==> src/csp_consts.svh <==
`ifndef CSP_CONSTS_SVH
`define CSP_CONSTS_SVH

`define CSP_ADDR_W 16
`define CSP_ADDR_CKS 16'hff14
`define CSP_ADDR_CTRL 16'hff58
`define CSP_ADDR_MODE 16'hff59
`define CSP_ADDR_HS 16'hff5a
`define CSP_ADDR_DLO 16'hff5b
`define CSP_ADDR_DHI 16'hff5c

`define CSP_BIT_PORT_EN 0
`define CSP_BIT_TRIG 1
`define CSP_BIT_OUT_EN 2
`define CSP_BIT_MASTER 0
`define CSP_BIT_MSB 1
`define CSP_BIT_HS_EN 0
`define CSP_BIT_HS_DIR 1
`define CSP_FMT_PHASE_BIT 0
`define CSP_FMT_POL_BIT 1

`define CSP_SRC_OFF 3'h0
`define CSP_SRC_SLOW1 3'h1
`define CSP_SRC_SLOW2 3'h2
`define CSP_SRC_SLOW4 3'h3
`define CSP_SRC_TIMER 3'h4
`define CSP_SRC_FAST1 3'h5
`define CSP_SRC_FAST2 3'h6
`define CSP_SRC_FAST4 3'h7

`define CSP_LAST_BIT 3'h7
`define CSP_RDATA_RESET 4'h0

`endif

==> src/csp_pkg.sv <==
package csp_pkg;

  typedef enum logic {
    CSP_IDLE,
    CSP_RUN
  } csp_state_type;

  typedef struct packed {
    logic port_en;
    logic out_en;
    logic master;
    logic msb_first;
    logic [1:0] fmt;
    logic hs_en;
    logic hs_dir;
    logic [2:0] src;
  } csp_ctrl_type;

  typedef struct packed {
    logic clock;
    logic tx;
    logic rx;
    logic handshake;
  } csp_pin_own_type;

endpackage

==> src/csp_serial_port.sv <==
`timescale 1ns/1ps
`include "csp_consts.svh"

module csp_serial_port import csp_pkg::*; (
  // Clock and reset
  input wire logic clk_sys,
  input wire logic srst,
  // Register port
  input wire logic [`CSP_ADDR_W-1:0] reg_addr,
  input wire logic [3:0] reg_wdata,
  input wire logic reg_wr,
  input wire logic reg_rd,
  output logic [3:0] reg_rdata,
  // Clock source ticks from the clock manager
  input wire logic osc1_tick,
  input wire logic osc3_tick,
  input wire logic timer_underflow,
  // Serial clock pin
  input wire logic clock_port_pin_in,
  output logic clock_port_pin_out,
  output logic clock_port_pin_oe,
  // Data pins
  output logic serial_tx_pin_out,
  output logic serial_tx_pin_oe,
  input wire logic serial_rx_pin_in,
  // Handshake pin
  input wire logic handshake_port_pin_in,
  output logic handshake_port_pin_out,
  output logic handshake_port_pin_oe,
  // Pin ownership for the port mux
  output csp_pin_own_type pin_own
);

  csp_ctrl_type ctrl;
  csp_state_type state;
  logic [7:0] sr;
  logic txd;
  logic sclk;
  logic slave_ready;
  logic [2:0] bit_cnt;
  logic [1:0] pre;
  logic [2:0] clk_sync;
  logic [1:0] rx_sync;
  logic [1:0] ss_sync;
  logic [3:0] next_rdata;
  logic running;
  logic pol;
  logic phase;
  logic idle_level;
  logic ss_mode;
  logic rdy_mode;
  logic selected;
  logic src_tick;
  logic [1:0] div_max;
  logic half_evt;
  logic m_tog;
  logic rise;
  logic fall;
  logic active;
  logic ev_a;
  logic ev_b;
  logic ev_sample;
  logic trigger;
  logic data_wr;
  logic data_access;

  function automatic logic out_bit(input logic [7:0] d, input logic msb);
    out_bit = msb ? d[7] : d[0];
  endfunction

  function automatic logic [7:0] shift_in(input logic [7:0] d, input logic b,
                                          input logic msb);
    shift_in = msb ? {d[6:0], b} : {b, d[7:1]};
  endfunction

  assign running = (state == CSP_RUN);
  assign pol = ctrl.fmt[`CSP_FMT_POL_BIT];
  assign phase = ctrl.fmt[`CSP_FMT_PHASE_BIT];
  // Idle level chosen so the first edge of a frame is never the output-change edge
  assign idle_level = ~pol;
  assign ss_mode = ~ctrl.master & ctrl.hs_en & ~ctrl.hs_dir;
  assign rdy_mode = ~ctrl.master & ctrl.hs_en & ctrl.hs_dir;
  assign selected = ~ss_mode | ~ss_sync[1];
  assign trigger = reg_wr && (reg_addr == `CSP_ADDR_CTRL) && reg_wdata[`CSP_BIT_TRIG];
  assign data_wr = reg_wr && ((reg_addr == `CSP_ADDR_DLO) || (reg_addr == `CSP_ADDR_DHI));
  assign data_access = data_wr
    || (reg_rd && ((reg_addr == `CSP_ADDR_DLO) || (reg_addr == `CSP_ADDR_DHI)));

  // Control registers
  always_ff @(posedge clk_sys) begin
    if (srst) begin
      ctrl <= '0;
    end else if (reg_wr) begin
      case (reg_addr)
        `CSP_ADDR_CTRL: begin
          ctrl.port_en <= reg_wdata[`CSP_BIT_PORT_EN];
          ctrl.out_en <= reg_wdata[`CSP_BIT_OUT_EN];
        end
        `CSP_ADDR_MODE: begin
          ctrl.master <= reg_wdata[`CSP_BIT_MASTER];
          ctrl.msb_first <= reg_wdata[`CSP_BIT_MSB];
          ctrl.fmt <= reg_wdata[3:2];
        end
        `CSP_ADDR_HS: begin
          ctrl.hs_en <= reg_wdata[`CSP_BIT_HS_EN];
          ctrl.hs_dir <= reg_wdata[`CSP_BIT_HS_DIR];
        end
        `CSP_ADDR_CKS: begin
          ctrl.src <= reg_wdata[2:0];
        end
        default: begin
        end
      endcase
    end
  end

  // Pin synchronisers; only the second stage and later are read
  always_ff @(posedge clk_sys) begin
    if (srst) begin
      // Preset to the reset clock level so no false edge follows reset
      clk_sync <= 3'h7;
      rx_sync <= 2'h0;
      ss_sync <= 2'h3;
    end else begin
      clk_sync <= {clk_sync[1:0], clock_port_pin_in};
      rx_sync <= {rx_sync[0], serial_rx_pin_in};
      ss_sync <= {ss_sync[0], handshake_port_pin_in};
    end
  end

  always_comb begin
    src_tick = 1'b0;
    div_max = 2'h0;
    case (ctrl.src)
      `CSP_SRC_SLOW1: src_tick = osc1_tick;
      `CSP_SRC_SLOW2: begin
        src_tick = osc1_tick;
        div_max = 2'h1;
      end
      `CSP_SRC_SLOW4: begin
        src_tick = osc1_tick;
        div_max = 2'h3;
      end
      // each underflow is a half period, so the clock is underflow / 2
      `CSP_SRC_TIMER: src_tick = timer_underflow;
      `CSP_SRC_FAST1: src_tick = osc3_tick;
      `CSP_SRC_FAST2: begin
        src_tick = osc3_tick;
        div_max = 2'h1;
      end
      `CSP_SRC_FAST4: begin
        src_tick = osc3_tick;
        div_max = 2'h3;
      end
      default: src_tick = 1'b0;
    endcase
  end

  assign half_evt = src_tick && (pre == div_max);

  always_ff @(posedge clk_sys) begin
    if (srst || !running) begin
      pre <= 2'h0;
    end else if (src_tick) begin
      pre <= (pre == div_max) ? 2'h0 : pre + 2'h1;
    end
  end

  // master generates the clock, slave watches the pin
  assign m_tog = ctrl.master && running && ctrl.port_en && half_evt;

  always_ff @(posedge clk_sys) begin
    if (srst) begin
      sclk <= 1'b1;
    end else if (!running) begin
      sclk <= idle_level;
    end else if (m_tog) begin
      sclk <= ~sclk;
    end
  end

  assign rise = ctrl.master ? (m_tog & ~sclk) : (clk_sync[1] & ~clk_sync[2]);
  assign fall = ctrl.master ? (m_tog & sclk) : (~clk_sync[1] & clk_sync[2]);

  // a deselected slave sees no edges
  assign active = running && selected && ctrl.port_en;

  // output changes on rise (positive) or fall (negative)
  assign ev_a = active && (pol ? fall : rise);
  assign ev_b = active && (pol ? rise : fall);
  // sampling edge picked by the phase bit
  assign ev_sample = phase ? ev_b : ev_a;

  // Data register is not reset: contents are undefined until written or received
  always_ff @(posedge clk_sys) begin
    if (data_wr && !running) begin
      // nibble writes build the transmit byte
      if (reg_addr == `CSP_ADDR_DLO) begin
        sr[3:0] <= reg_wdata;
      end else begin
        sr[7:4] <= reg_wdata;
      end
    end else if (ev_sample) begin
      // shift in the received bit in the chosen order
      sr <= shift_in(sr, rx_sync[1], ctrl.msb_first);
    end
  end

  always_ff @(posedge clk_sys) begin
    if (srst) begin
      txd <= 1'b0;
    end else if (!running) begin
      txd <= out_bit(sr, ctrl.msb_first);
    end else if (ev_a) begin
      // next bit onto the line at the output-change edge
      txd <= phase ? out_bit(sr, ctrl.msb_first)
                   : out_bit(shift_in(sr, rx_sync[1], ctrl.msb_first), ctrl.msb_first);
    end
  end

  // run status from trigger to the eighth clock cycle
  always_ff @(posedge clk_sys) begin
    if (srst) begin
      state <= CSP_IDLE;
      bit_cnt <= 3'h0;
    end else begin
      unique case (state)
        CSP_IDLE: begin
          if (trigger) begin
            state <= CSP_RUN;
            bit_cnt <= 3'h0;
          end else if (data_access) begin
            bit_cnt <= 3'h0;
          end
        end
        CSP_RUN: begin
          if (ev_a) begin
            if (bit_cnt == `CSP_LAST_BIT) begin
              state <= CSP_IDLE;
              bit_cnt <= 3'h0;
            end else begin
              bit_cnt <= bit_cnt + 3'h1;
            end
          end
        end
      endcase
    end
  end

  // ready rises on trigger and falls at the first clock edge
  always_ff @(posedge clk_sys) begin
    if (srst) begin
      slave_ready <= 1'b0;
    end else if (trigger && rdy_mode && !running) begin
      slave_ready <= 1'b1;
    end else if (!running || ev_a || ev_b) begin
      slave_ready <= 1'b0;
    end
  end

  // Read path; reserved bits read as zero
  always_comb begin
    next_rdata = 4'h0;
    case (reg_addr)
      `CSP_ADDR_CTRL: next_rdata = {1'b0, ctrl.out_en, running, ctrl.port_en};
      `CSP_ADDR_MODE: next_rdata = {ctrl.fmt, ctrl.msb_first, ctrl.master};
      `CSP_ADDR_HS: next_rdata = {2'h0, ctrl.hs_dir, ctrl.hs_en};
      `CSP_ADDR_DLO: next_rdata = sr[3:0];
      `CSP_ADDR_DHI: next_rdata = sr[7:4];
      `CSP_ADDR_CKS: next_rdata = {1'b0, ctrl.src};
      default: next_rdata = 4'h0;
    endcase
  end

  always_ff @(posedge clk_sys) begin
    if (srst) begin
      reg_rdata <= `CSP_RDATA_RESET;
    end else begin
      reg_rdata <= reg_rd ? next_rdata : `CSP_RDATA_RESET;
    end
  end

  // clock pin driven only in master mode
  assign clock_port_pin_out = sclk;
  assign clock_port_pin_oe = ctrl.port_en & ctrl.master;
  // transmit drive needs enable and, with select in use, selection
  assign serial_tx_pin_out = txd;
  assign serial_tx_pin_oe = ctrl.port_en & ctrl.out_en & selected;
  // handshake function only in slave mode
  assign handshake_port_pin_out = slave_ready;
  assign handshake_port_pin_oe = ctrl.port_en & rdy_mode;
  // clock and rx ownership follow the port enable; tx also needs out_en, handshake needs hs_en and slave mode
  assign pin_own.clock = ctrl.port_en;
  assign pin_own.tx = ctrl.port_en & ctrl.out_en;
  assign pin_own.rx = ctrl.port_en;
  assign pin_own.handshake = ctrl.port_en & ctrl.hs_en & ~ctrl.master;
endmodule

==> config.mk <==
export PLATFORM = sky130hd
export DESIGN_NAME = csp_serial_port
export DESIGN_NICKNAME = d
export VERILOG_FILES = /design/src/csp_pkg.sv /design/src/csp_serial_port.sv
export VERILOG_INCLUDE_DIRS = /design/src
export SDC_FILE = /design/constraint.sdc
export NUM_CORES = 1
export LEC_CHECK = 0
export BUFFER_PORTS_ARGS = -buffer_cell sky130_fd_sc_hd__buf_2
export CAP_MARGIN = 40
export CORE_ASPECT_RATIO = 1.4
export CORE_MARGIN = 2
export CORE_UTILIZATION = 54
export CTS_CLUSTER_DIAMETER = 150
export DETAILED_ROUTE_END_ITERATION = 6
export GPL_TIMING_DRIVEN = 1
export PLACE_DENSITY_LB_ADDON = 0.2
export SLEW_MARGIN = 40
export SYNTH_ARGS = -nofsm -noshare
export SYNTH_HDL_FRONTEND = slang
export SYNTH_SLANG_ARGS = --single-unit
==> constraint.sdc <==
create_clock -name clk_sys -period 2.3 [get_ports clk_sys]
set_clock_uncertainty 0.1 [all_clocks]
set_input_delay 0.23 -clock clk_sys [delete_from_list [all_inputs] [get_ports clk_sys]]
set_output_delay 0.23 -clock clk_sys [all_outputs]
set_load 0.02 [all_outputs]
### Yosys cells after proc, flatten, opt, wreduce, memory -nomap -nowiden

Cells that the tools add are included.

* register bits: 39
* output and inout bits: 14

* $add $sub $neg: 2
* equal/unequal tests: 20
* muxes and demuxes: 32
* bitwise gates (word level): 24
* reductions and logical operators: 35

Operator list (number)
* == test 16 bit, second input constant: 6
* two-way mux 8 bit: 3
* case mux 4 bit (6 select lines): 1
* two-way mux 1 bit: 17
* == test 3 bit, second input constant: 5
* logical AND 1 bit: 15
* AND reduction 2 bit: 7
* bitwise AND 1 bit: 13
* two-way mux 3 bit: 4
* NOT 1 bit: 10
* two-way mux 4 bit: 2
* == test 3 x 2 -> 1 bit, second input constant: 2
* case mux 3 bit (2 select lines): 1
* OR reduction 2 bit: 3
* OR reduction 3 bit: 2
* logical OR 1 bit: 5
* != test 2 x 1 -> 1 bit, second input constant: 2
* != test 2 bit, second input constant: 2
* case mux 2 bit (2 select lines): 1
* nonzero test 2 bit: 2
* adder 3 x 1 -> 3 bit, second input constant: 1
* == test 3 x 1 -> 1 bit, second input constant: 1
* != test 3 bit, second input constant: 1
* case mux 1 bit (3 select lines): 1
* other kinds (6): 6

### Depth between registers and ports, before layout

* depth after elaboration: 14
* depth in mapped cells: 7

### Worst setup path before layout

Ideal clock, no wire load.

* kind: in2reg
* start: in reg_addr[7]
* end: reg sr[4] (enable)
* arrival: 1579 ps
* required time: 1863 ps
* slack: 283 ps
* stages: 5
* buffers on the path: 1
* cells stage by stage: nand4bb_4 nor4_4 nand4_1 clkbuf_1 o21bai_1

* cells in the longest elaborated chain, start to end: 6

RTL lines
* from (decl): line csp_serial_port.sv:9 `` input wire logic [`CSP_ADDR_W-1:0] reg_addr, ``
* == test 16 bit
* logical OR 1 bit: line csp_serial_port.sv:85 `` assign data_wr = reg_wr && ((reg_addr == `CSP_ADDR_DLO) || (reg_addr == `CSP_ADDR_DHI)); ``
* logical AND 1 bit: line csp_serial_port.sv:85
* logical AND 1 bit: line csp_serial_port.sv:196 `if (data_wr && !running) begin`
* != test 2 bit (no line) or nonzero test 2 bit (tied branches)
* AND reduction 2 bit (no line) *
* to (signal assigned): line csp_serial_port.sv:201 `sr[7:4] <= reg_wdata;`
* to (signal assigned): line csp_serial_port.sv:205 `sr <= shift_in(sr, rx_sync[1], ctrl.msb_first);`
* to (decl): line csp_serial_port.sv:36 `logic [7:0] sr;`

Mark *: on every way between the ends. The rest lies on a longest branch, timed or not.
A chain may end at the register's enable or synchronous reset.

### Worst setup path in the final report

* start: reg ctrl[1] (netlist bit)
* end: reg sr[4] (enable)

* cells in the longest elaborated chain, start to end: 13

RTL lines
* from (decl): line csp_serial_port.sv:34 `csp_ctrl_type ctrl;`
* == test 3 bit or == test 3 x 2 -> 1 bit (tied branches): line csp_serial_port.sv:134 `case (ctrl.src)`
* OR reduction 2 bit (no line)
* case mux 2 bit (2 select lines): line csp_serial_port.sv:134
* == test 2 bit: line csp_serial_port.sv:159 `assign half_evt = src_tick && (pre == div_max);`
* logical AND 1 bit *: line csp_serial_port.sv:159
* logical AND 1 bit *: line csp_serial_port.sv:170 `assign m_tog = ctrl.master && running && ctrl.port_en && half_evt;`
* bitwise AND 1 bit, on equally long branches: line csp_serial_port.sv:182, csp_serial_port.sv:183
* two-way mux 1 bit, on equally long branches: line csp_serial_port.sv:182, csp_serial_port.sv:183
* two-way mux 1 bit, on equally long branches: line csp_serial_port.sv:189, csp_serial_port.sv:190
* logical AND 1 bit, on equally long branches: line csp_serial_port.sv:189, csp_serial_port.sv:190
* two-way mux 1 bit *: line csp_serial_port.sv:192 `assign ev_sample = phase ? ev_b : ev_a;`
* nonzero test 2 bit (no line) *
* AND reduction 2 bit (no line) *

Marked as above.

==> impl_results.md <==
* Routed length per instance at 15.1 microns
* Num rows at 27
* Xor/xnor share of the synthesized area at 1.62%
* Post-synth top flop: dfxtp_1
* CTS Buf Count at 5
* PD cells at 540 nW/um^2
* Vias in the first global route at 1728
* VDD IR max at between 500 and 600 uV
* Grt met3 use at 4.07%
* Detail-routed via count per cell at 5.79
* MaxCap Viol Count at 0
* Total negative slack at 0 ps
* Port bufs at 43
* RSZ-0062 raised after global routing: no
* Vias at 1854
* PostCTS Resize Cnt at 0
* Die Span X at approximately 58 microns
* Cell with the most instances after synthesis: dfxtp_1
* Yosys reg bits at 39
* Minimum clock period at 1950 ps
* Layout cells sized above 1 at 28.9%
* Fillers at 324
* # setup viols final at 0
* Largest net degree at the start of global routing at 23
* CP Launch Type: flop
* Remaining antenna violation count after routing at 0
* Top cell types by occurrence after synthesis: dfxtp_1, nor2_1, mux2i_1
* Boundary Pins at between 40 and 50
* Syn Std Cell Area at 2170 sq um
* Nets at 308
* CTS tree: built
* Non-filler cells, final at 320
* YS warnings at 0
* Outcome: complete, no violations
* Post-synth EDFFs at 8
* Pre-CTS setup slack at 271 ps
* Final instance area at 2560 sq um
* Clock tree buffer depth at 2
* Initial Util at 55.7%
* Syn Inst Count at 230
* Compound-Gate Fraction of Synth Area at between 10% and 20%
* Share of the synthesized area in the top cell type at 28.7%
* CTS Hold Buffers Added at 0
* # DRC at 0
* Synth area leader: dfxtp_1
* Critical path endpoint category: flop
* Synth unique cells at 56
* Core area at around 3900 sq um
* Hold Crit Class: in2reg
* Worst setup path class: reg2reg
* 1st-iter DRT viols at 48
* Max Clk Rate at approximately 0.51 GHz
* Synth Area in Adders at 1.16%
* GR Overflow Total at 0
* CTS root buf: clkbuf_8
* Met1 Use GR at 29.4%
* Worst path required time at 2160 ps
* Initial antenna violation count at 0
* Die ar. at 4540 sq um
* Detailed Route WL at about 4800 microns
* Global Route met2 Usage at a little under two fifths
* Fin crit share at roughly 85%
* GRT Total Usage at 22.8%
* TritonCTS Sinks at 39
* Die height at slightly below 80 microns
* Worst-path fanout max at 8
* Syn_nets at about 260
* Clock Latency Late Sink at 280 ps
* Placed Cells incl. Taps at 312
* Global-route wire length before repair at 8070 microns
* # H-tree levels at 2
* Average size of a mapped cell at 9.42 sq um
* Leak pwr at approximately 1.1 nW
* Number of diodes at 0
* Synthesis-to-layout area growth at 18.3%
* Largest family of logic cells by synthesized area: simple AND/OR/NAND/NOR gates
* Ys async rst share at 0%
* HPWL Detailed at 3770 microns
* Post-synthesis mux area share at 14.7%
* Area contributors post-synth: dfxtp_1, mux2i_1, edfxtp_1, nor2_1, a21oi_1
* Pre-antenna DRT Iters at 5
* Post-synthesis sequential area ratio at between 30% and 40%
* Setup WS post-layout at 355 ps
* Final Hold Fails at 0
* GRT Max-Usage Layer: met2
* Simple-Gate Fraction of Synth Area at 26.5%
* Max-slew violations at 0
* Global placer's final weighted congestion at 0.899
* Dpl cell area at between 2000 and 2500 sq um
* Finished Core Util at about two thirds
* Measured slew at the worst slew-check pin at 384 ps
* CP arrival at 1800 ps
* Worst-path clk slew at 80 ps
* Post-CTS Setup Bufs at 0
* Headroom to the max-slew limit at 74.3%
## final cells by class
class                   count  area [sq um]  share of cell area [%]
clock inverters             2          38.8                    1.51
multi-input cells         174          1230                    48.1
flip-flops and latches     39           861                    33.6
clock buffers               6          82.6                    3.22
well taps                  43          53.8                    2.10
repair buffers             51           275                    10.7
inverters                   5          18.8                   0.732
## per-layer routing
layer / wire length (microns) / vias up
met3: 237 / 4
met5: 0 / -
met2: 2500 / 47
met1: 2040 / 870
li1: - / 933
met4: 54 / 0
## where the power goes
group | internal, W | leakage, nW | switching (W)
sequential | 0.000700 | 0.323 | 0.00000169
clock | 0.000357 | 0.0618 | 0.000242
combinational | 0.0000363 | 0.728 | 0.0000468
total | 0.00109 | 1.11 | 0.000290
## logic make-up (layout without fill, tap and decap cells)
kind of cell	Yosys count	in the layout
buf+inv	17	64
compound gates	42	42
fa+ha+maj	2	2
mux	28	28
simple gates	98	98
flops	39	39
xor+xnor	4	4
## layout by cell type (no fill, tap or decap), drive strengths merged, types with 2 or more instances in the layout
cell type  instances
a31o               2
o211ai             3
nand4bb            2
a222oi             2
nand2             13
o21ai              3
clkbuf             6
xnor2              3
or2                7
nand2b             2
nand4              7
a211oi             2
buf               51
nor4               3
nor2b              6
nor2              28
edfxtp             8
ha                 2
mux2i             24
nand3             10
o21bai             2
and3               3
and2               5
inv                6
nor3               4
mux4               3
or3                2
dfxtp             31
a21oi             19
## through the flow
step	power, W	hold slack [ps]
CTS	0.00140	21.4
floorplan	0.000758	202
detailed placement	0.000800	295
finish	0.00138	24.6
global route	0.00143	11.7
global placement	0.000799	291
## critical path, cell delays in order (launching register included)
cell      delay [ps]
dfxtp_1          380
or2_2            340
a211oi_2         250
nand3_1          100
a21oi_1          220
o21bai_1         240
## worst paths after layout
| kind | start | to | slack [ps] | cells past startpoint |
|---|---|---|---|---|
| setup / recovery | ctrl[1]$_SDFFE_PP0P_ | sr[4]$_DFFE_PP_ | 350 | 5 |
| hold / removal | clock_port_pin_in | clk_sync[0]$_SDFF_PP1_ | 20 | 2 |
| setup reg to reg | ctrl[1]$_SDFFE_PP0P_ | sr[4]$_DFFE_PP_ | 350 | 5 |
| hold reg to reg | clk_sync[0]$_SDFF_PP1_ | clk_sync[1]$_SDFF_PP1_ | 310 | 1 |
## sequential cells by signal, summed over array words and instances, names as in the netlist
signal	count
clock_port_pin_out	1
bit_cnt	3
ctrl	10
serial_tx_pin_out	1
rx_sync	2
pin_own	1
pre	2
ss_sync	2
reg_rdata	4
clk_sync	3
sr	8
running	1
handshake_port_pin_out	1
(Power assumes the default switching activity.)
